$ cat config.mk
export PLATFORM = sky130hd
export DESIGN_NAME = tmr_top
export DESIGN_NICKNAME = d
export VERILOG_FILES = /design/src/hw/tmr_pkg.sv /design/src/hw/tmr_edge.sv /design/src/hw/tmr_top.sv /design/src/hw/tmr_unit.sv
export VERILOG_INCLUDE_DIRS = /design/src /design/src/hw
export SDC_FILE = /design/constraint.sdc
export NUM_CORES = 1
export LEC_CHECK = 0
export ABC_AREA = 1
export BUFFER_PORTS_ARGS = -buffer_cell sky130_fd_sc_hd__buf_2
export CAP_MARGIN = 15
export CORE_MARGIN = 2
export CORE_UTILIZATION = 53
export DETAILED_ROUTE_END_ITERATION = 6
export GPL_ROUTABILITY_DRIVEN = 0
export PLACE_DENSITY_LB_ADDON = 0.12
export REMOVE_ABC_BUFFERS = 1
export SETUP_SLACK_MARGIN = 0.4
export SLEW_MARGIN = 5
export SYNTH_ARGS = -nofsm -noshare
export SYNTH_HDL_FRONTEND = slang
export SYNTH_SLANG_ARGS = --single-unit
$ cat constraint.sdc
create_clock -name clock_i -period 3.5 [get_ports clock_i]
set_input_delay 0.525 -clock clock_i [delete_from_list [all_inputs] [get_ports clock_i]]
set_output_delay 0.525 -clock clock_i [all_outputs]
set_load 0.005 [all_outputs]
$ cat src/hw/tmr_defines.svh
`ifndef TMR_DEFINES_SVH
`define TMR_DEFINES_SVH

// Register addresses on the special-function register bus.
`define TMR_ADDR_CTRL    8'h88
`define TMR_ADDR_MODE    8'h89
`define TMR_ADDR_T0_LO   8'h8A
`define TMR_ADDR_T1_LO   8'h8B
`define TMR_ADDR_T0_HI   8'h8C
`define TMR_ADDR_T1_HI   8'h8D
`define TMR_ADDR_CKDIV   8'h8E

// Reset values.
`define TMR_RST_CTRL     8'h00
`define TMR_RST_MODE     8'h00
`define TMR_RST_BYTE     8'h00
`define TMR_RST_CKDIV    8'h01

// Bit positions in the mode register.
`define TMR_MODE_T1_GATE 7
`define TMR_MODE_T1_SRC  6
`define TMR_MODE_T1_HI   5
`define TMR_MODE_T1_LO   4
`define TMR_MODE_T0_GATE 3
`define TMR_MODE_T0_SRC  2
`define TMR_MODE_T0_HI   1
`define TMR_MODE_T0_LO   0

// Bit positions in the control register.
`define TMR_CTRL_TF1     7
`define TMR_CTRL_TR1     6
`define TMR_CTRL_TF0     5
`define TMR_CTRL_TR0     4

// Prescale select bits in the clock divide register.
`define TMR_CKDIV_T1     4
`define TMR_CKDIV_T0     3

// Processor clock divide ratios for timer use.
`define TMR_DIV_FAST     4
`define TMR_DIV_SLOW     12

// Top value of the five-bit part of the low byte in 13-bit mode.
`define TMR_LO13_MAX     5'h1F

`endif

$ cat src/hw/tmr_pkg.sv
`default_nettype none
package tmr_pkg;

  // Two-bit mode-select code of one timer.
  typedef enum logic [1:0] {
    TMR_MODE_13    = 2'h0,
    TMR_MODE_16    = 2'h1,
    TMR_MODE_RELD  = 2'h2,
    TMR_MODE_SPLIT = 2'h3
  } tmr_mode_type;

endpackage
`default_nettype wire

$ cat src/hw/tmr_edge.sv
`include "tmr_defines.svh"
`default_nettype none
module tmr_edge (
  input  wire logic clock_i,
  input  wire logic rst_i,
  input  wire logic pin_i,
  output logic      level_o,
  output logic      fall_o
);

  logic meta_r;
  logic sync_r;
  logic last_r;

  // Two-stage synchroniser; logic looks only at sync_r and its one-cycle-delayed copy last_r.
  always_ff @(posedge clock_i or posedge rst_i) begin
    if (rst_i) begin
      meta_r <= 1'b1;
      sync_r <= 1'b1;
      last_r <= 1'b1;
    end else begin
      meta_r <= pin_i;
      sync_r <= meta_r;
      last_r <= sync_r;
    end
  end

  // A high-to-low step of the synchronised level is one event.
  assign level_o = sync_r;
  assign fall_o  = last_r & ~sync_r;

endmodule
`default_nettype wire

$ cat src/hw/tmr_top.sv
`include "tmr_defines.svh"
`default_nettype none
// Functional notes
// - Two timers, tick or external pin counting; only the timer 2 pin edge is passed out.
// - Count pins are port0 bit5, bit6, port1 bit0.
// - Sixteen-bit count as low and high bytes.
// - Code 00 is 13-bit, 01 is 16-bit.
// - Code 10 is 8-bit with auto-reload.
// - Code 11 splits timer 0 only.
// - Timer 1 gate needs run bit and pin high.
// - Timer 0 gate needs run bit and pin high.
// - Timer 1 source: clock/4 or /12, or pin.
// - Timer 0 source: clock/4 or /12, or pin.
// - Mode register upper nibble controls timer 1.
// - Mode register lower nibble controls timer 0.
// - Overflow flag sets; vector acknowledge clears it.
// - Run bit in control register enables counting.
module tmr_top #(
  parameter int FAST_DIV = `TMR_DIV_FAST,
  parameter int SLOW_DIV = `TMR_DIV_SLOW
) (
  input  wire logic       clock_i,
  input  wire logic       rst_i,
  input  wire logic [7:0] sfr_addr_i,
  input  wire logic [7:0] sfr_wdata_i,
  input  wire logic       sfr_wr_i,
  input  wire logic       sfr_rd_i,
  output logic [7:0]      sfr_rdata_o,
  output logic            sfr_sel_o,
  input  wire logic [7:0] port0_pins_i,
  input  wire logic [3:0] port1_pins_i,
  input  wire logic       ext_irq0_pin_n_i,
  input  wire logic       ext_irq1_pin_n_i,
  input  wire logic       timer0_vector_ack_i,
  input  wire logic       timer1_vector_ack_i,
  output logic            timer0_overflow_flag_o,
  output logic            timer1_overflow_flag_o,
  output logic            timer2_count_pulse_o
);

  localparam int FW = $clog2(FAST_DIV);
  localparam int SW = $clog2(SLOW_DIV);

  // The divider counters need at least two states each.
  if (FAST_DIV < 2 || SLOW_DIV < 2) begin : g_bad_div
    $error("tmr_top: divide ratios must be at least 2");
  end

  // Register state.
  logic [7:0]    timer_mode_reg_r;
  logic [7:0]    timer_mode_reg_nxt;
  logic [7:0]    clock_divide_reg_r;
  logic [7:0]    clock_divide_reg_nxt;
  logic [3:0]    ctrl_low_r;
  logic [3:0]    ctrl_low_nxt;
  logic          timer0_run_r;
  logic          timer0_run_nxt;
  logic          timer1_run_r;
  logic          timer1_run_nxt;
  logic          timer0_overflow_flag_r;
  logic          timer0_overflow_flag_nxt;
  logic          timer1_overflow_flag_r;
  logic          timer1_overflow_flag_nxt;
  logic [7:0]    rdata_r;
  logic [7:0]    rdata_nxt;
  logic [FW-1:0] fast_cnt_r;
  logic [FW-1:0] fast_cnt_nxt;
  logic [SW-1:0] slow_cnt_r;
  logic [SW-1:0] slow_cnt_nxt;

  // Decoded accesses.
  logic       wr_ctrl;
  logic       wr_mode;
  logic       wr_ckdiv;
  logic       wr_t0_lo;
  logic       wr_t0_hi;
  logic       wr_t1_lo;
  logic       wr_t1_hi;
  logic [7:0] rd_mux;

  // Synchronised pins.
  logic cnt0_fall;
  logic cnt1_fall;
  logic irq0_level;
  logic irq1_level;

  // Counting controls.
  logic tick_fast;
  logic tick_slow;
  logic t0_clk_tick;
  logic t1_clk_tick;
  logic t0_src;
  logic t1_src;
  logic t0_enable;
  logic t1_enable;
  logic t0_inc;
  logic t1_inc;
  logic t0_hi_inc;
  logic t0_split;

  // Count values and overflow events.
  logic [7:0] t0_lo;
  logic [7:0] t0_hi;
  logic [7:0] t1_lo;
  logic [7:0] t1_hi;
  logic       t0_ovf;
  logic       t0_hi_ovf;
  logic       t1_ovf;
  logic       t0_set;
  logic       t1_set;

  tmr_pkg::tmr_mode_type t0_mode;
  tmr_pkg::tmr_mode_type t1_mode;

  // External count and gate pins all cross from outside the clock domain.
  tmr_edge u_cnt0 (
    .clock_i (clock_i),
    .rst_i   (rst_i),
    .pin_i   (port0_pins_i[5]),
    .level_o (),
    .fall_o  (cnt0_fall)
  );

  tmr_edge u_cnt1 (
    .clock_i (clock_i),
    .rst_i   (rst_i),
    .pin_i   (port0_pins_i[6]),
    .level_o (),
    .fall_o  (cnt1_fall)
  );

  // Timer 2 itself lives elsewhere; only its counted edge is offered here.
  tmr_edge u_cnt2 (
    .clock_i (clock_i),
    .rst_i   (rst_i),
    .pin_i   (port1_pins_i[0]),
    .level_o (),
    .fall_o  (timer2_count_pulse_o)
  );

  tmr_edge u_irq0 (
    .clock_i (clock_i),
    .rst_i   (rst_i),
    .pin_i   (ext_irq0_pin_n_i),
    .level_o (irq0_level),
    .fall_o  ()
  );

  tmr_edge u_irq1 (
    .clock_i (clock_i),
    .rst_i   (rst_i),
    .pin_i   (ext_irq1_pin_n_i),
    .level_o (irq1_level),
    .fall_o  ()
  );

  // Address decode; unmapped addresses are ignored and read as zero.
  always_comb begin
    wr_ctrl   = sfr_wr_i && sfr_addr_i == `TMR_ADDR_CTRL;
    wr_mode   = sfr_wr_i && sfr_addr_i == `TMR_ADDR_MODE;
    wr_ckdiv  = sfr_wr_i && sfr_addr_i == `TMR_ADDR_CKDIV;
    wr_t0_lo  = sfr_wr_i && sfr_addr_i == `TMR_ADDR_T0_LO;
    wr_t0_hi  = sfr_wr_i && sfr_addr_i == `TMR_ADDR_T0_HI;
    wr_t1_lo  = sfr_wr_i && sfr_addr_i == `TMR_ADDR_T1_LO;
    wr_t1_hi  = sfr_wr_i && sfr_addr_i == `TMR_ADDR_T1_HI;
    sfr_sel_o = 1'b1;
    unique case (sfr_addr_i)
      `TMR_ADDR_CTRL: rd_mux = {timer1_overflow_flag_r, timer1_run_r,
                                timer0_overflow_flag_r, timer0_run_r, ctrl_low_r};
      `TMR_ADDR_MODE:  rd_mux = timer_mode_reg_r;
      `TMR_ADDR_CKDIV: rd_mux = clock_divide_reg_r;
      `TMR_ADDR_T0_LO: rd_mux = t0_lo;
      `TMR_ADDR_T0_HI: rd_mux = t0_hi;
      `TMR_ADDR_T1_LO: rd_mux = t1_lo;
      `TMR_ADDR_T1_HI: rd_mux = t1_hi;
      default: begin
        rd_mux    = 8'h00;
        sfr_sel_o = 1'b0;
      end
    endcase
  end

  // Free-running prescalers; one tick each per divide period.
  always_comb begin
    tick_fast    = (fast_cnt_r == FW'(FAST_DIV - 1));
    tick_slow    = (slow_cnt_r == SW'(SLOW_DIV - 1));
    fast_cnt_nxt = tick_fast ? '0 : fast_cnt_r + FW'(1);
    slow_cnt_nxt = tick_slow ? '0 : slow_cnt_r + SW'(1);
  end

  // Source, gate and run selection for both timers.
  always_comb begin
    t0_mode = tmr_pkg::tmr_mode_type'(timer_mode_reg_r[`TMR_MODE_T0_HI:`TMR_MODE_T0_LO]);
    t1_mode = tmr_pkg::tmr_mode_type'(timer_mode_reg_r[`TMR_MODE_T1_HI:`TMR_MODE_T1_LO]);
    t0_split = (t0_mode == tmr_pkg::TMR_MODE_SPLIT);
    t0_clk_tick = clock_divide_reg_r[`TMR_CKDIV_T0] ? tick_fast : tick_slow;
    t1_clk_tick = clock_divide_reg_r[`TMR_CKDIV_T1] ? tick_fast : tick_slow;
    t0_src = timer_mode_reg_r[`TMR_MODE_T0_SRC] ? cnt0_fall : t0_clk_tick;
    t1_src = timer_mode_reg_r[`TMR_MODE_T1_SRC] ? cnt1_fall : t1_clk_tick;
    t0_enable = timer0_run_r && (!timer_mode_reg_r[`TMR_MODE_T0_GATE] || irq0_level);
    t1_enable = timer1_run_r && (!timer_mode_reg_r[`TMR_MODE_T1_GATE] || irq1_level);
    t0_inc    = t0_enable && t0_src;
    t1_inc    = t1_enable && t1_src;
    // In split mode the upper half of timer 0 borrows timer 1's run bit.
    t0_hi_inc = t0_split && timer1_run_r && t0_clk_tick;
  end

  tmr_unit #(
    .SPLIT_OK (1'b1)
  ) u_t0 (
    .clock_i  (clock_i),
    .rst_i    (rst_i),
    .mode_i   (t0_mode),
    .inc_i    (t0_inc),
    .inc_hi_i (t0_hi_inc),
    .wr_lo_i  (wr_t0_lo),
    .wr_hi_i  (wr_t0_hi),
    .wdata_i  (sfr_wdata_i),
    .lo_o     (t0_lo),
    .hi_o     (t0_hi),
    .ovf_o    (t0_ovf),
    .ovf_hi_o (t0_hi_ovf)
  );

  // Timer 1 has no split option and holds its count under code 11.
  tmr_unit #(
    .SPLIT_OK (1'b0)
  ) u_t1 (
    .clock_i  (clock_i),
    .rst_i    (rst_i),
    .mode_i   (t1_mode),
    .inc_i    (t1_inc),
    .inc_hi_i (1'b0),
    .wr_lo_i  (wr_t1_lo),
    .wr_hi_i  (wr_t1_hi),
    .wdata_i  (sfr_wdata_i),
    .lo_o     (t1_lo),
    .hi_o     (t1_hi),
    .ovf_o    (t1_ovf),
    .ovf_hi_o ()
  );

  // Flags: a hardware set beats a vector acknowledge or a software write.
  always_comb begin
    t0_set = t0_ovf;
    t1_set = t0_split ? t0_hi_ovf : t1_ovf;
    timer_mode_reg_nxt   = wr_mode ? sfr_wdata_i : timer_mode_reg_r;
    clock_divide_reg_nxt = wr_ckdiv ? sfr_wdata_i : clock_divide_reg_r;
    ctrl_low_nxt   = wr_ctrl ? sfr_wdata_i[3:0] : ctrl_low_r;
    timer0_run_nxt = wr_ctrl ? sfr_wdata_i[`TMR_CTRL_TR0] : timer0_run_r;
    timer1_run_nxt = wr_ctrl ? sfr_wdata_i[`TMR_CTRL_TR1] : timer1_run_r;
    timer0_overflow_flag_nxt = wr_ctrl ? sfr_wdata_i[`TMR_CTRL_TF0]
                             : timer0_overflow_flag_r && !timer0_vector_ack_i;
    timer1_overflow_flag_nxt = wr_ctrl ? sfr_wdata_i[`TMR_CTRL_TF1]
                             : timer1_overflow_flag_r && !timer1_vector_ack_i;
    if (t0_set) begin
      timer0_overflow_flag_nxt = 1'b1;
    end
    if (t1_set) begin
      timer1_overflow_flag_nxt = 1'b1;
    end
    rdata_nxt = sfr_rd_i ? rd_mux : rdata_r;
  end

  // All register state.
  always_ff @(posedge clock_i or posedge rst_i) begin
    if (rst_i) begin
      timer_mode_reg_r       <= `TMR_RST_MODE;
      clock_divide_reg_r     <= `TMR_RST_CKDIV;
      ctrl_low_r             <= 4'h0;
      timer0_run_r           <= 1'b0;
      timer1_run_r           <= 1'b0;
      timer0_overflow_flag_r <= 1'b0;
      timer1_overflow_flag_r <= 1'b0;
      rdata_r                <= 8'h00;
      fast_cnt_r             <= '0;
      slow_cnt_r             <= '0;
    end else begin
      timer_mode_reg_r       <= timer_mode_reg_nxt;
      clock_divide_reg_r     <= clock_divide_reg_nxt;
      ctrl_low_r             <= ctrl_low_nxt;
      timer0_run_r           <= timer0_run_nxt;
      timer1_run_r           <= timer1_run_nxt;
      timer0_overflow_flag_r <= timer0_overflow_flag_nxt;
      timer1_overflow_flag_r <= timer1_overflow_flag_nxt;
      rdata_r                <= rdata_nxt;
      fast_cnt_r             <= fast_cnt_nxt;
      slow_cnt_r             <= slow_cnt_nxt;
    end
  end

  assign sfr_rdata_o            = rdata_r;
  assign timer0_overflow_flag_o = timer0_overflow_flag_r;
  assign timer1_overflow_flag_o = timer1_overflow_flag_r;

  flag_set_wins_a: assert property (@(posedge clock_i) disable iff (rst_i)
    t0_set |=> timer0_overflow_flag_r)
    else $error("timer 0 overflow did not set its flag");

  ack_clears_a: assert property (@(posedge clock_i) disable iff (rst_i)
    (timer1_vector_ack_i && !t1_set && !wr_ctrl) |=> !timer1_overflow_flag_r)
    else $error("vector acknowledge did not clear timer 1 flag");

  stopped_hold_a: assert property (@(posedge clock_i) disable iff (rst_i)
    (!timer0_run_r && !wr_t0_lo && !wr_t0_hi && !t0_split) |=> $stable(t0_lo))
    else $error("timer 0 counted while its run bit was clear");

  gate0_block_a: assert property (@(posedge clock_i) disable iff (rst_i)
    (timer_mode_reg_r[`TMR_MODE_T0_GATE] && !irq0_level) |-> !t0_inc)
    else $error("timer 0 advanced with gate set and pin low");

  gate1_block_a: assert property (@(posedge clock_i) disable iff (rst_i)
    (timer_mode_reg_r[`TMR_MODE_T1_GATE] && !irq1_level) |-> !t1_inc)
    else $error("timer 1 advanced with gate set and pin low");

  slow_period_a: assert property (@(posedge clock_i) disable iff (rst_i)
    tick_slow |=> !tick_slow [*8] ##1 !tick_slow [*3] ##1 tick_slow)
    else $error("slow prescale tick is not one in twelve clocks");

  fast_period_a: assert property (@(posedge clock_i) disable iff (rst_i)
    tick_fast |=> !tick_fast [*3] ##1 tick_fast)
    else $error("fast prescale tick is not one in four clocks");

  pin_count_a: assert property (@(posedge clock_i) disable iff (rst_i)
    (timer_mode_reg_r[`TMR_MODE_T1_SRC] && t1_enable) |-> (t1_inc == cnt1_fall))
    else $error("timer 1 counter use did not follow pin falling edges");

  t1_split_hold_a: assert property (@(posedge clock_i) disable iff (rst_i)
    (t1_mode == tmr_pkg::TMR_MODE_SPLIT && !wr_t1_lo && !wr_t1_hi)
    |=> ($stable(t1_lo) && $stable(t1_hi)))
    else $error("timer 1 counted under split code");

  mode16_step_a: assert property (@(posedge clock_i) disable iff (rst_i)
    (t0_mode == tmr_pkg::TMR_MODE_16 && t0_inc && !wr_t0_lo && !wr_t0_hi && !wr_mode)
    |=> {t0_hi, t0_lo} == {$past(t0_hi), $past(t0_lo)} + 16'h0001)
    else $error("16-bit mode did not advance by one");

  byte_write_a: assert property (@(posedge clock_i) disable iff (rst_i)
    wr_t1_hi |=> (t1_hi == $past(sfr_wdata_i)))
    else $error("high byte write did not land");

endmodule
`default_nettype wire

$ cat src/hw/tmr_unit.sv
`include "tmr_defines.svh"
`default_nettype none
module tmr_unit #(
  parameter bit SPLIT_OK = 1'b1
) (
  input  wire logic                 clock_i,
  input  wire logic                 rst_i,
  input  wire tmr_pkg::tmr_mode_type mode_i,
  input  wire logic                 inc_i,
  input  wire logic                 inc_hi_i,
  input  wire logic                 wr_lo_i,
  input  wire logic                 wr_hi_i,
  input  wire logic [7:0]           wdata_i,
  output logic [7:0]                lo_o,
  output logic [7:0]                hi_o,
  output logic                      ovf_o,
  output logic                      ovf_hi_o
);

  logic [7:0] lo_r;
  logic [7:0] lo_nxt;
  logic [7:0] hi_r;
  logic [7:0] hi_nxt;

  // Count step per mode; a software write to a byte wins over counting.
  always_comb begin
    lo_nxt   = lo_r;
    hi_nxt   = hi_r;
    ovf_o    = 1'b0;
    ovf_hi_o = 1'b0;
    unique case (mode_i)
      tmr_pkg::TMR_MODE_13: begin
        if (inc_i) begin
          lo_nxt[4:0] = lo_r[4:0] + 5'h01;
          if (lo_r[4:0] == `TMR_LO13_MAX) begin
            hi_nxt = hi_r + 8'h01;
            ovf_o  = (hi_r == 8'hFF);
          end
        end
      end
      tmr_pkg::TMR_MODE_16: begin
        if (inc_i) begin
          {hi_nxt, lo_nxt} = {hi_r, lo_r} + 16'h0001;
          ovf_o = ({hi_r, lo_r} == 16'hFFFF);
        end
      end
      tmr_pkg::TMR_MODE_RELD: begin
        if (inc_i) begin
          lo_nxt = (lo_r == 8'hFF) ? hi_r : lo_r + 8'h01;
          ovf_o  = (lo_r == 8'hFF);
        end
      end
      tmr_pkg::TMR_MODE_SPLIT: begin
        // Without the split option the timer simply holds its count.
        if (SPLIT_OK && inc_i) begin
          lo_nxt = lo_r + 8'h01;
          ovf_o  = (lo_r == 8'hFF);
        end
        if (SPLIT_OK && inc_hi_i) begin
          hi_nxt   = hi_r + 8'h01;
          ovf_hi_o = (hi_r == 8'hFF);
        end
      end
    endcase
    if (wr_lo_i) begin
      lo_nxt = wdata_i;
    end
    if (wr_hi_i) begin
      hi_nxt = wdata_i;
    end
  end

  // Count storage.
  always_ff @(posedge clock_i or posedge rst_i) begin
    if (rst_i) begin
      lo_r <= `TMR_RST_BYTE;
      hi_r <= `TMR_RST_BYTE;
    end else begin
      lo_r <= lo_nxt;
      hi_r <= hi_nxt;
    end
  end

  assign lo_o = lo_r;
  assign hi_o = hi_r;

  reload_value_a: assert property (@(posedge clock_i) disable iff (rst_i)
    (mode_i == tmr_pkg::TMR_MODE_RELD && inc_i && lo_r == 8'hFF && !wr_lo_i && !wr_hi_i)
    |=> (lo_r == hi_r && hi_r == $past(hi_r)))
    else $error("auto-reload did not load low byte from high byte");

  wrap13_flag_a: assert property (@(posedge clock_i) disable iff (rst_i)
    (mode_i == tmr_pkg::TMR_MODE_13 && inc_i && !wr_lo_i && !wr_hi_i
     && hi_r == 8'hFF && lo_r[4:0] == `TMR_LO13_MAX)
    |-> ovf_o ##1 (hi_r == 8'h00 && lo_r[4:0] == 5'h00))
    else $error("13-bit wrap did not flag overflow or clear count");

endmodule
`default_nettype wire

==> impl_results.md, run 1 <==
- Outcome: finished clean
- Routed wire length: 14800 um
- Setup TNS Final: 0 ns
- DRT iter0 DRCs: 531
- First-pass GRT wire length: 24100 um
- Distinct cells, synth: 35
- Net count, final: 831
- # rows: 36
- Commonest non-fill, non-tap cell in the layout: nand2_1
- DRC Markers: 0
- Maximum clock rate: 0.482 GHz
- Worst path buffer plus inverter count: 2
- Largest net degree at the start of global routing: 46
- CTS resizes: 0
- Final Max Tran Viols: 0
- Ys Warns: 0
- Syn avg cell area: 7.13 um^2
- DIE WIDTH: 104 um
- CTS tree: built
- Area Growth Syn to Fin: 9.41%
- H-tree depth: 3
- Cell family with most CP delay: simple AND/OR/NAND/NOR gates
- Drt pass-1 iters: 5
- DIE AREA: 10800 um^2
- Fin. Hold Viols: 0
- Worst-path cell chain: inv_1 > ha_1 > inv_1 > nand2_1 > or2_2 > nand3_2 > o211ai_1 > o21ai_0
- Total of max-cap violations: 0
- DRT antenna net count: 0
- CP max stage delay: 0.45 ns
- DR vias: 5207
- Clk_lat worst skew: 0.36 ns
- Hold_buf cts: 0
- Setup slack, reg-to-reg: 1.43 ns
- Final Skew: 0.0102 ns
- Most frequent cells in the layout: 219 x nand2_1, 99 x inv_1, 74 x nand3_1
- Layout cells sized above 1: 12.5%
- Initial antenna violation count: 0
- I/O pins: 48
- Vias in the first global route: 4718
- Initial core utilization: 54.1%
- DR vias/cell: 5.68
- Tcrit/Tclk final: 59.3%
- Pwr per Cell Area: 442 nW/um^2
- Detailed placement HPWL: 11200 um
- Critical Path RT: 3.74 ns
- Grt ovf: 0
- Fin util: 59.2%
- WL per Instance: 16.2 um
- CTS Sinks: 83
- Synth Instances: 739
- Top cell by count, worst path: inv_1
- CP arrival: 2.31 ns
- Max_slew headroom: 50.3%
- Deepest clock path buffer count: 2
- Num CTS Buffers: 9
- Crit end category: flop
- Die height: 104 um
- Gr usage total: 28.1%
- Final setup violating endpoints: 0
- Worst path slowest cell: ha_1
- Transition time at the pin with the least slew margin: 0.745 ns
- CP Max Fanout: 11
- CORE AREA: 9730 um^2
- RSZ-0062 raised after global routing: false
- Post CTS Setup Buffer Count: 0
- Maximum vdd drop: 0.277 mV
- PortBufs: 38
- Min Clock Period, post-route: 2.07 ns
- Synthesized cell area: 5270 um^2
- Worst Hold Class: input port to flop
- Startpoint type of the worst setup path: flop
- Root Driver: clkbuf_8
- Leakage: 2.83 nW
- Inserted Diodes: 0
- Critical path class: flop to flop
- Sequential share of the synthesized area: 39.8%
- Clk pin slew, worst setup/hold paths: 0.09 ns
- Flop and latch count out of synthesis: 83
-- layout make-up --
class | instances | area, um^2
inverter | 104 | 397
timing repair buffer | 40 | 205
clock buffer | 12 | 145
sequential | 83 | 2090
fill | 931 | 3970
tap | 133 | 166
clock inverter | 4 | 50.0
multi-input combinational | 540 | 2710
-- worst register-to-register path, cell delays in order (launching register included) --
cell and delay [ns]:
dfrtp_1 0.43, inv_1 0.15, ha_1 0.45, inv_1 0.16
nand2_1 0.14, or2_2 0.13, nand3_2 0.19, o211ai_1 0.19
o21ai_0 0.12
-- power by group --
| group | switching, mW | internal [mW] | leakage, nW | total, mW |
|---|---|---|---|---|
| registers | 0.142 | 1.06 | 1.06 | 1.21 |
| logic | 0.391 | 0.244 | 1.68 | 0.635 |
| clock network | 0.357 | 0.349 | 0.0926 | 0.706 |
-- metrics by stage --
| step | total power, mW | cell area [um^2] | hold slack, ns | std cells | setup slack, ns |
|---|---|---|---|---|---|
| 2_1_floorplan | 1.65 | 5190 | 0.345 | 727 | 0.861 |
| 3_3_place_gp | 1.82 | 5570 | 0.346 | 900 | 1.21 |
| 3_5_place_dp | 1.84 | 5570 | 0.347 | 900 | 1.16 |
| 4_1_cts | 2.54 | 5760 | 0.244 | 916 | 1.46 |
| 5_1_grt | 2.69 | 5760 | 0.243 | 916 | 1.20 |
| 6_report | 2.55 | 5760 | 0.247 | 916 | 1.43 |
-- flip-flops by register name, summed over array words and instances, names as in the netlist, 2 cells and up --
register            cells
clock_divide_reg_r      8
u_t1.hi_o               8
u_t0.hi_o               8
sfr_rdata_o             8
u_t1.lo_o               8
u_t0.lo_o               8
fast_cnt_r              2
ctrl_low_r              4
slow_cnt_r              4
timer_mode_reg_r        8
-- path summary, 6_finish.rpt --
path / startpoint / endpoint / cells past startpoint
max: timer_mode_reg_r[1]$_DFFE_PP0P_ / u_t0.lo_o[4]$_DFFE_PP0P_ / 8
min: ext_irq0_pin_n_i / u_irq0.meta_r$_DFF_PP1_ / 1
max reg2reg: timer_mode_reg_r[1]$_DFFE_PP0P_ / u_t0.lo_o[4]$_DFFE_PP0P_ / 8
min reg2reg: u_cnt0.meta_r$_DFF_PP1_ / u_cnt0.level_o$_DFF_PP1_ / 0
max in group asynchronous: rst_i / u_cnt2.meta_r$_DFF_PP1_ / 3
min in group asynchronous: rst_i / u_t1.lo_o[4]$_DFFE_PP0P_ / 2
-- logic make-up after synthesis --
group / count (synthesis) / share of synthesized area, %
compound gates: 120 / 13.2
xor+xnor: 9 / 1.50
fa+ha+maj: 17 / 4.04
buf+inv: 116 / 8.88
flops: 83 / 39.8
simple gates: 394 / 32.6
-- per-layer routing --
layer | track usage (%) | up-vias | part of all wire [%]
met5 | 0 | - | 0
met1 | 41.6 | 2442 | 46
li1 | - | 2492 | -
met2 | 41.8 | 241 | 44
met4 | 12.6 | 0 | 3.2
met3 | 2.96 | 32 | 7.8
-- synthesized netlist by cell type --
| cell type | number | share of area (%) |
|---|---|---|
| nor2_1 | 60 | 4.3 |
| or2_2 | 4 | 0.47 |
| o311a_1 | 1 | 0.19 |
| inv_2 | 3 | 0.21 |
| dfstp_2 | 14 | 7.0 |
| nand3_2 | 3 | 0.57 |
| nor3_1 | 4 | 0.38 |
| nand2_1 | 219 | 16 |
| buf_6 | 2 | 0.43 |
| ha_1 | 17 | 4.0 |
| clkinv_4 | 1 | 0.17 |
| o211ai_1 | 18 | 2.6 |
| inv_1 | 100 | 7.1 |
| nor3_2 | 2 | 0.38 |
| buf_4 | 1 | 0.14 |
| a211oi_2 | 1 | 0.24 |
| nor3b_1 | 1 | 0.14 |
| a31oi_1 | 1 | 0.12 |
| nand2_2 | 7 | 0.83 |
| o21ai_0 | 59 | 5.6 |
| nand3_1 | 74 | 7.0 |
| nor2_4 | 4 | 0.86 |
| o221ai_1 | 2 | 0.33 |
| nor2_2 | 2 | 0.24 |
| dfrtp_1 | 69 | 33 |
| buf_2 | 7 | 0.67 |
| o22ai_1 | 20 | 2.4 |
| xnor2_1 | 2 | 0.33 |
| clkbuf_1 | 2 | 0.14 |
| nand4_1 | 12 | 1.4 |
| xor2_1 | 7 | 1.2 |
| nand2_4 | 2 | 0.43 |
| a22oi_1 | 1 | 0.14 |
| a21oi_1 | 12 | 1.1 |
| o21ai_1 | 5 | 0.47 |
No activity file was read; power rests on OpenSTA's default activity.
==> inputs of run 2 (changes only) <==
==> constraint.sdc (replaced) <==
create_clock -name clock_i -period 2.1 [get_ports clock_i]
set_input_delay 0.315 -clock clock_i [delete_from_list [all_inputs] [get_ports clock_i]]
set_output_delay 0.315 -clock clock_i [all_outputs]
set_load 0.005 [all_outputs]
==> run 2 against run 1 <==
Maximum frequency rose by 18%. Core utilization rose by 6.7 points. Combinational power up 130%. Power increased by 80%. Largest cell class unchanged.
==> impl_results.md, run 2 (synthesized netlist as in run 1, its figures left out) <==
- WL per Instance: 16.9 um
- DR vias/cell: 5.66
- Clk pin slew, worst setup/hold paths: 0.09 ns
- Hold Slack: 0.0102 ns
- Drt pass-1 iters: 5
- Setup TNS Final: 0 ns
- Layout cells sized above 1: 25.6%
- Maximum vdd drop: 0.394 mV
- Critical path class: flop to flop
- Routed wire length: 16000 um
- Gr usage total: 28.4%
- CORE AREA: 9730 um^2
- Design area: 6410 um^2
- RSZ-0062 raised after global routing: true
- DIE AREA: 10800 um^2
- Total of max-cap violations: 0
- Die height: 104 um
- Initial antenna violation count: 0
- Worst Hold Class: input port to asynchronous set/reset pin
- Pwr per Cell Area: 716 nW/um^2
- CTS tree: built
- DRT iter0 DRCs: 530
- # rows: 36
- Num CTS Buffers: 9
- Detailed placement HPWL: 11200 um
- Hold_buf cts: 0
- Area Growth Syn to Fin: 21.8%
- Clk_lat worst skew: 0.37 ns
- Final Skew: 0.0117 ns
- I/O pins: 48
- Area after DPL: 5650 um^2
- Commonest non-fill, non-tap cell in the layout: nand2_1
- H-tree depth: 3
- Worst path slowest cell: dfrtp_1
- DRC Markers: 0
- First-pass GRT wire length: 24400 um
- Deepest clock path buffer count: 2
- Net count, final: 865
- PortBufs: 38
- Multi-input gate area: 3080 um^2
- Most frequent cells in the layout: 197 x nand2_1, 90 x inv_1, 67 x nand3_1
- Vias in the first global route: 4787
- Leakage: 3.07 nW
- Critical Path RT: 2.39 ns
- Final setup violating endpoints: 0
- Initial core utilization: 54.1%
- DRT antenna net count: 0
- Outcome: finished clean
- Crit end category: flop
- Inserted Diodes: 0
- Final Max Tran Viols: 0
- Setup slack, reg-to-reg: 0.35 ns
- Transition time at the pin with the least slew margin: 0.645 ns
- Fin. Hold Viols: 0
- Largest net degree at the start of global routing: 36
- Fill cell total of the finished layout: 860
- CP arrival: 2.05 ns
- DR vias: 5375
- CP max stage delay: 0.42 ns
- Maximum clock rate: 0.571 GHz
- Sequential cell area: 2100 um^2
- Max_slew headroom: 56.9%
- Min Clock Period, post-route: 1.75 ns
- Grt ovf: 0
- Worst-path cell chain: ha_4 > nand2_4 > nor2_4 > ha_4 > nand3_4 > nand2_4 > nand3_4 > nand2_8 > nand2_1 > nand2_1
- CP Max Fanout: 8
- Startpoint type of the worst setup path: flop
- CTS Sinks: 83
- Root Driver: clkbuf_8
- Tcrit/Tclk final: 83.5%
- DIE WIDTH: 104 um
## run 2: through the flow
stage / instances / total power, mW / util, % / setup slack, ns
after global routing: 950 / 4.82 / 65.9 / 0.277
final: 950 / 4.59 / 65.9 / 0.347
after global placement: 909 / 3.04 / 58.1 / 0.241
after floorplan: 727 / 2.74 / - / -0.329
after detailed placement: 909 / 3.08 / 58.1 / 0.194
after CTS: 933 / 4.32 / 61.4 / 0.382
## run 2: worst max-delay path: cells and delay by family, from the launching register on
kind | cells | cell delay (ns)
simple gates | 8 | 0.85
fa+ha+maj | 2 | 0.38
flops | 1 | 0.42
## run 2: report_power, final
| group | total (mW) | internal, mW | switching, mW |
|---|---|---|---|
| Sequential | 2.00 | 1.78 | 0.216 |
| Combinational | 1.44 | 0.603 | 0.838 |
| Clock | 1.15 | 0.545 | 0.607 |
## run 2: path summary, 6_finish.rpt
path / start / to / cells past startpoint
min: rst_i / timer1_overflow_flag_o$_DFF_PP0_ / 2
max in group asynchronous: rst_i / u_irq1.level_o$_DFF_PP1_ / 3
max reg2reg: u_t0.lo_o[1]$_DFFE_PP0P_ / u_t0.hi_o[2]$_DFFE_PP0P_ / 10
max: u_t0.lo_o[1]$_DFFE_PP0P_ / u_t0.hi_o[2]$_DFFE_PP0P_ / 10
min in group clock_i: port1_pins_i[0] / u_cnt2.meta_r$_DFF_PP1_ / 1
min reg2reg: u_cnt1.meta_r$_DFF_PP1_ / u_cnt1.level_o$_DFF_PP1_ / 0
## run 2: cell type report
cell class | count | share of cell area [%]
multi-input combinational | 542 | 48.1
sequential | 83 | 32.8
timing repair buffer | 72 | 7.31
inverter | 104 | 6.22
tap | 133 | 2.59
clock buffer | 9 | 1.93
clock inverter | 7 | 1.07
## run 2: metal layers
layer  vias to the layer above  wire length, um  global-route usage [%]
li1                       2563                -                       -
met1                      2511             7100                    42.6
met2                       269             7200                    42.4
met3                        32             1330                    3.71
met4                         0              416                    10.1
met5                         -                0                       0
## run 2: what timing repair did
action                                  4_1_cts  5_1_grt
cloned                                        0        2
hold endpoints to repair                      0        0
pin swaps                                     7       27
endpoints found under the setup margin       28       34
buffers inserted                              8       15
resized for setup                            23       87
==> inputs of run 3 (changes only) <==
==> constraint.sdc (replaced) <==
create_clock -name clock_i -period 1.56 [get_ports clock_i]
set_input_delay 0.234 -clock clock_i [delete_from_list [all_inputs] [get_ports clock_i]]
set_output_delay 0.234 -clock clock_i [all_outputs]
set_load 0.005 [all_outputs]
==> run 3 against run 2 <==
The run now ends with negative setup slack left. Sequential power rose by 30%. Register-to-register slack got worse by 0.55 ns. Maximum frequency fell by 0.34%. Worst setup slack got worse by 0.55 ns. Critical path type unchanged. Largest cell class unchanged.
==> impl_results.md, run 3 (synthesized netlist as in run 1, its figures left out) <==
- Outcome: complete, but fails checks
- Failing checks: negative setup slack
- Num CTS Buffers: 9
- Deepest clock path buffer count: 2
- Setup TNS Final: -3.67 ns
- CORE AREA: 9730 um^2
- Commonest non-fill, non-tap cell in the layout: nand2_1
- Crit end category: flop
- I/O pins: 48
- CP arrival: 2.05 ns
- DRC Markers: 0
- Most frequent cells in the layout: 185 x nand2_1, 78 x buf_4, 75 x inv_1
- Pwr per Cell Area: 886 nW/um^2
- Final Skew: 0.0105 ns
- Fin. Hold Viols: 0
- DR vias: 6128
- DP Worst Slack: -0.194 ns
- PnR Total Power: 6.78 mW
- First-pass GRT wire length: 28000 um
- Initial core utilization: 54.1%
- H-tree depth: 3
- Fill cell total of the finished layout: 649
- Initial antenna violation count: 0
- Worst Hold Class: input port to flop
- Vias in the first global route: 5569
- Min Clock Period, post-route: 1.76 ns
- RSZ-0062 raised after global routing: true
- Hold Slack: 0.131 ns
- Inserted Diodes: 0
- Maximum vdd drop: 0.794 mV
- Layout cells sized above 1: 39.5%
- Critical path class: flop to flop
- Detailed placement HPWL: 12200 um
- DIE WIDTH: 104 um
- DR vias/cell: 5.90
- Leakage: 3.59 nW
- WL per Instance: 18.5 um
- Maximum clock rate: 0.569 GHz
- Die height: 104 um
- Startpoint type of the worst setup path: flop
- CTS tree: built
- Final Worst Setup Slack: -0.199 ns
- Drt pass-1 iters: 6
- CP Max Fanout: 4
- DIE AREA: 10800 um^2
- Switching Fraction: 37.2%
- Sequential share of power: 38.3%
- Grt ovf: 0
- CTS Sinks: 83
- Area Growth Syn to Fin: 45.2%
- Net count, final: 954
- DRT iter0 DRCs: 715
- DRT antenna net count: 0
- Pint: 4.26 mW
- Root Driver: clkbuf_8
- PortBufs: 38
- P_sw: 2.53 mW
- Critical Path RT: 1.85 ns
- Transition time at the pin with the least slew margin: 0.479 ns
- Comb power frac: 36.8%
- Clk pin slew, worst setup/hold paths: 0.10 ns
- Tcrit/Tclk final: 113%
- Gr usage total: 33.0%
- Routed wire length: 19200 um
- Total of max-cap violations: 0
- Clk_lat worst skew: 0.40 ns
- # rows: 36
- Largest net degree at the start of global routing: 24
- Max_slew headroom: 68.0%
- Final Max Tran Viols: 0
- Fin util: 78.6%
- Clock power share: 24.8%
- Final setup violating endpoints: 32
==> run 3: cell count changes in the layout (fill, tap and decap cells not counted), moves of 8 or more <==
cell / previous run / this run
inv_1: 90 / 75
o21ai_0: 55 / 38
nand3_1: 67 / 56
inv_2: 11 / 21
nand2_2: 22 / 34
buf_4: 30 / 78
o21ai_1: 7 / 17
o22ai_2: 0 / 8
nand3_2: 7 / 16
buf_6: 3 / 34
o22ai_1: 20 / 10
nand2_1: 197 / 185
==> run 3: path summary, 6_finish.rpt <==
| kind | slack (ns) | start | depth (start not counted) | endpoint |
|---|---|---|---|---|
| worst max register to register | -0.20 | timer_mode_reg_r[0]$_DFFE_PP0P_ | 12 | u_t0.hi_o[7]$_DFFE_PP0P_ |
| min in group asynchronous | 0.38 | rst_i | 3 | timer_mode_reg_r[5]$_DFFE_PP0P_ |
| max in group asynchronous | 0.62 | rst_i | 4 | u_cnt2.last_r$_DFF_PP1_ |
| worst min register to register | 0.36 | u_irq1.meta_r$_DFF_PP1_ | 0 | u_irq1.level_o$_DFF_PP1_ |
| worst max-delay path | -0.20 | timer_mode_reg_r[0]$_DFFE_PP0P_ | 12 | u_t0.hi_o[7]$_DFFE_PP0P_ |
| worst min-delay path | 0.13 | sfr_wdata_i[2] | 3 | u_t1.hi_o[2]$_DFFE_PP0P_ |
==> run 3: metrics by stage <==
step,std cells,cell area [um^2]
2_1_floorplan,727,5190
3_3_place_gp,988,6280
3_5_place_dp,988,6280
4_1_cts,1021,7000
5_1_grt,1039,7650
6_report,1039,7650
==> run 3: layout make-up <==
cell class	count	area, um^2	area share (%)
repair buffers	161	1350	17.6
inverters	104	412	5.38
flip-flops and latches	83	2100	27.4
clock inverters	7	81.3	1.06
clock buffers	9	124	1.62
well taps	133	166	2.18
multi-input cells	542	3420	44.7
==> run 3: repair_timing <==
action,in CTS,in global routing
cloned,2,0
hold buffers,6,0
setup buffers,9,18
setup endpoints to repair,45,51
hold endpoints to repair,20,0
pin swaps,35,77
resized for setup,114,138
==> run 3: critical path, cell delays in order (launching register included) <==
cell and delay [ns]:
dfrtp_2 0.45, buf_4 0.15, ha_4 0.16, inv_4 0.05, buf_6 0.11, nand2_2 0.06, nand2_2 0.08, nor2_4 0.13
nand4_1 0.13, nand3_1 0.13, nand2_2 0.09, nand2_2 0.07, nand2_1 0.05
==> run 3: power by group through the flow <==
stage	clock network, mW	logic (mW)	registers (mW)
floorplan	0	1.06	2.63
global placement	0	1.79	2.59
detailed placement	0	1.83	2.61
CTS	1.70	2.04	2.57
global route	1.79	2.69	2.62
finish	1.68	2.50	2.60
==> run 3: per-layer routing <==
metal	global-route usage [%]	share of wire [%]	up-vias	wire, um
met1	43.4	38	2876	7330
met2	51.4	46	394	8810
met3	8.24	10	109	1950
li1	-	-	2749	-
met5	0	0	-	0
met4	15.5	5.9	0	1130
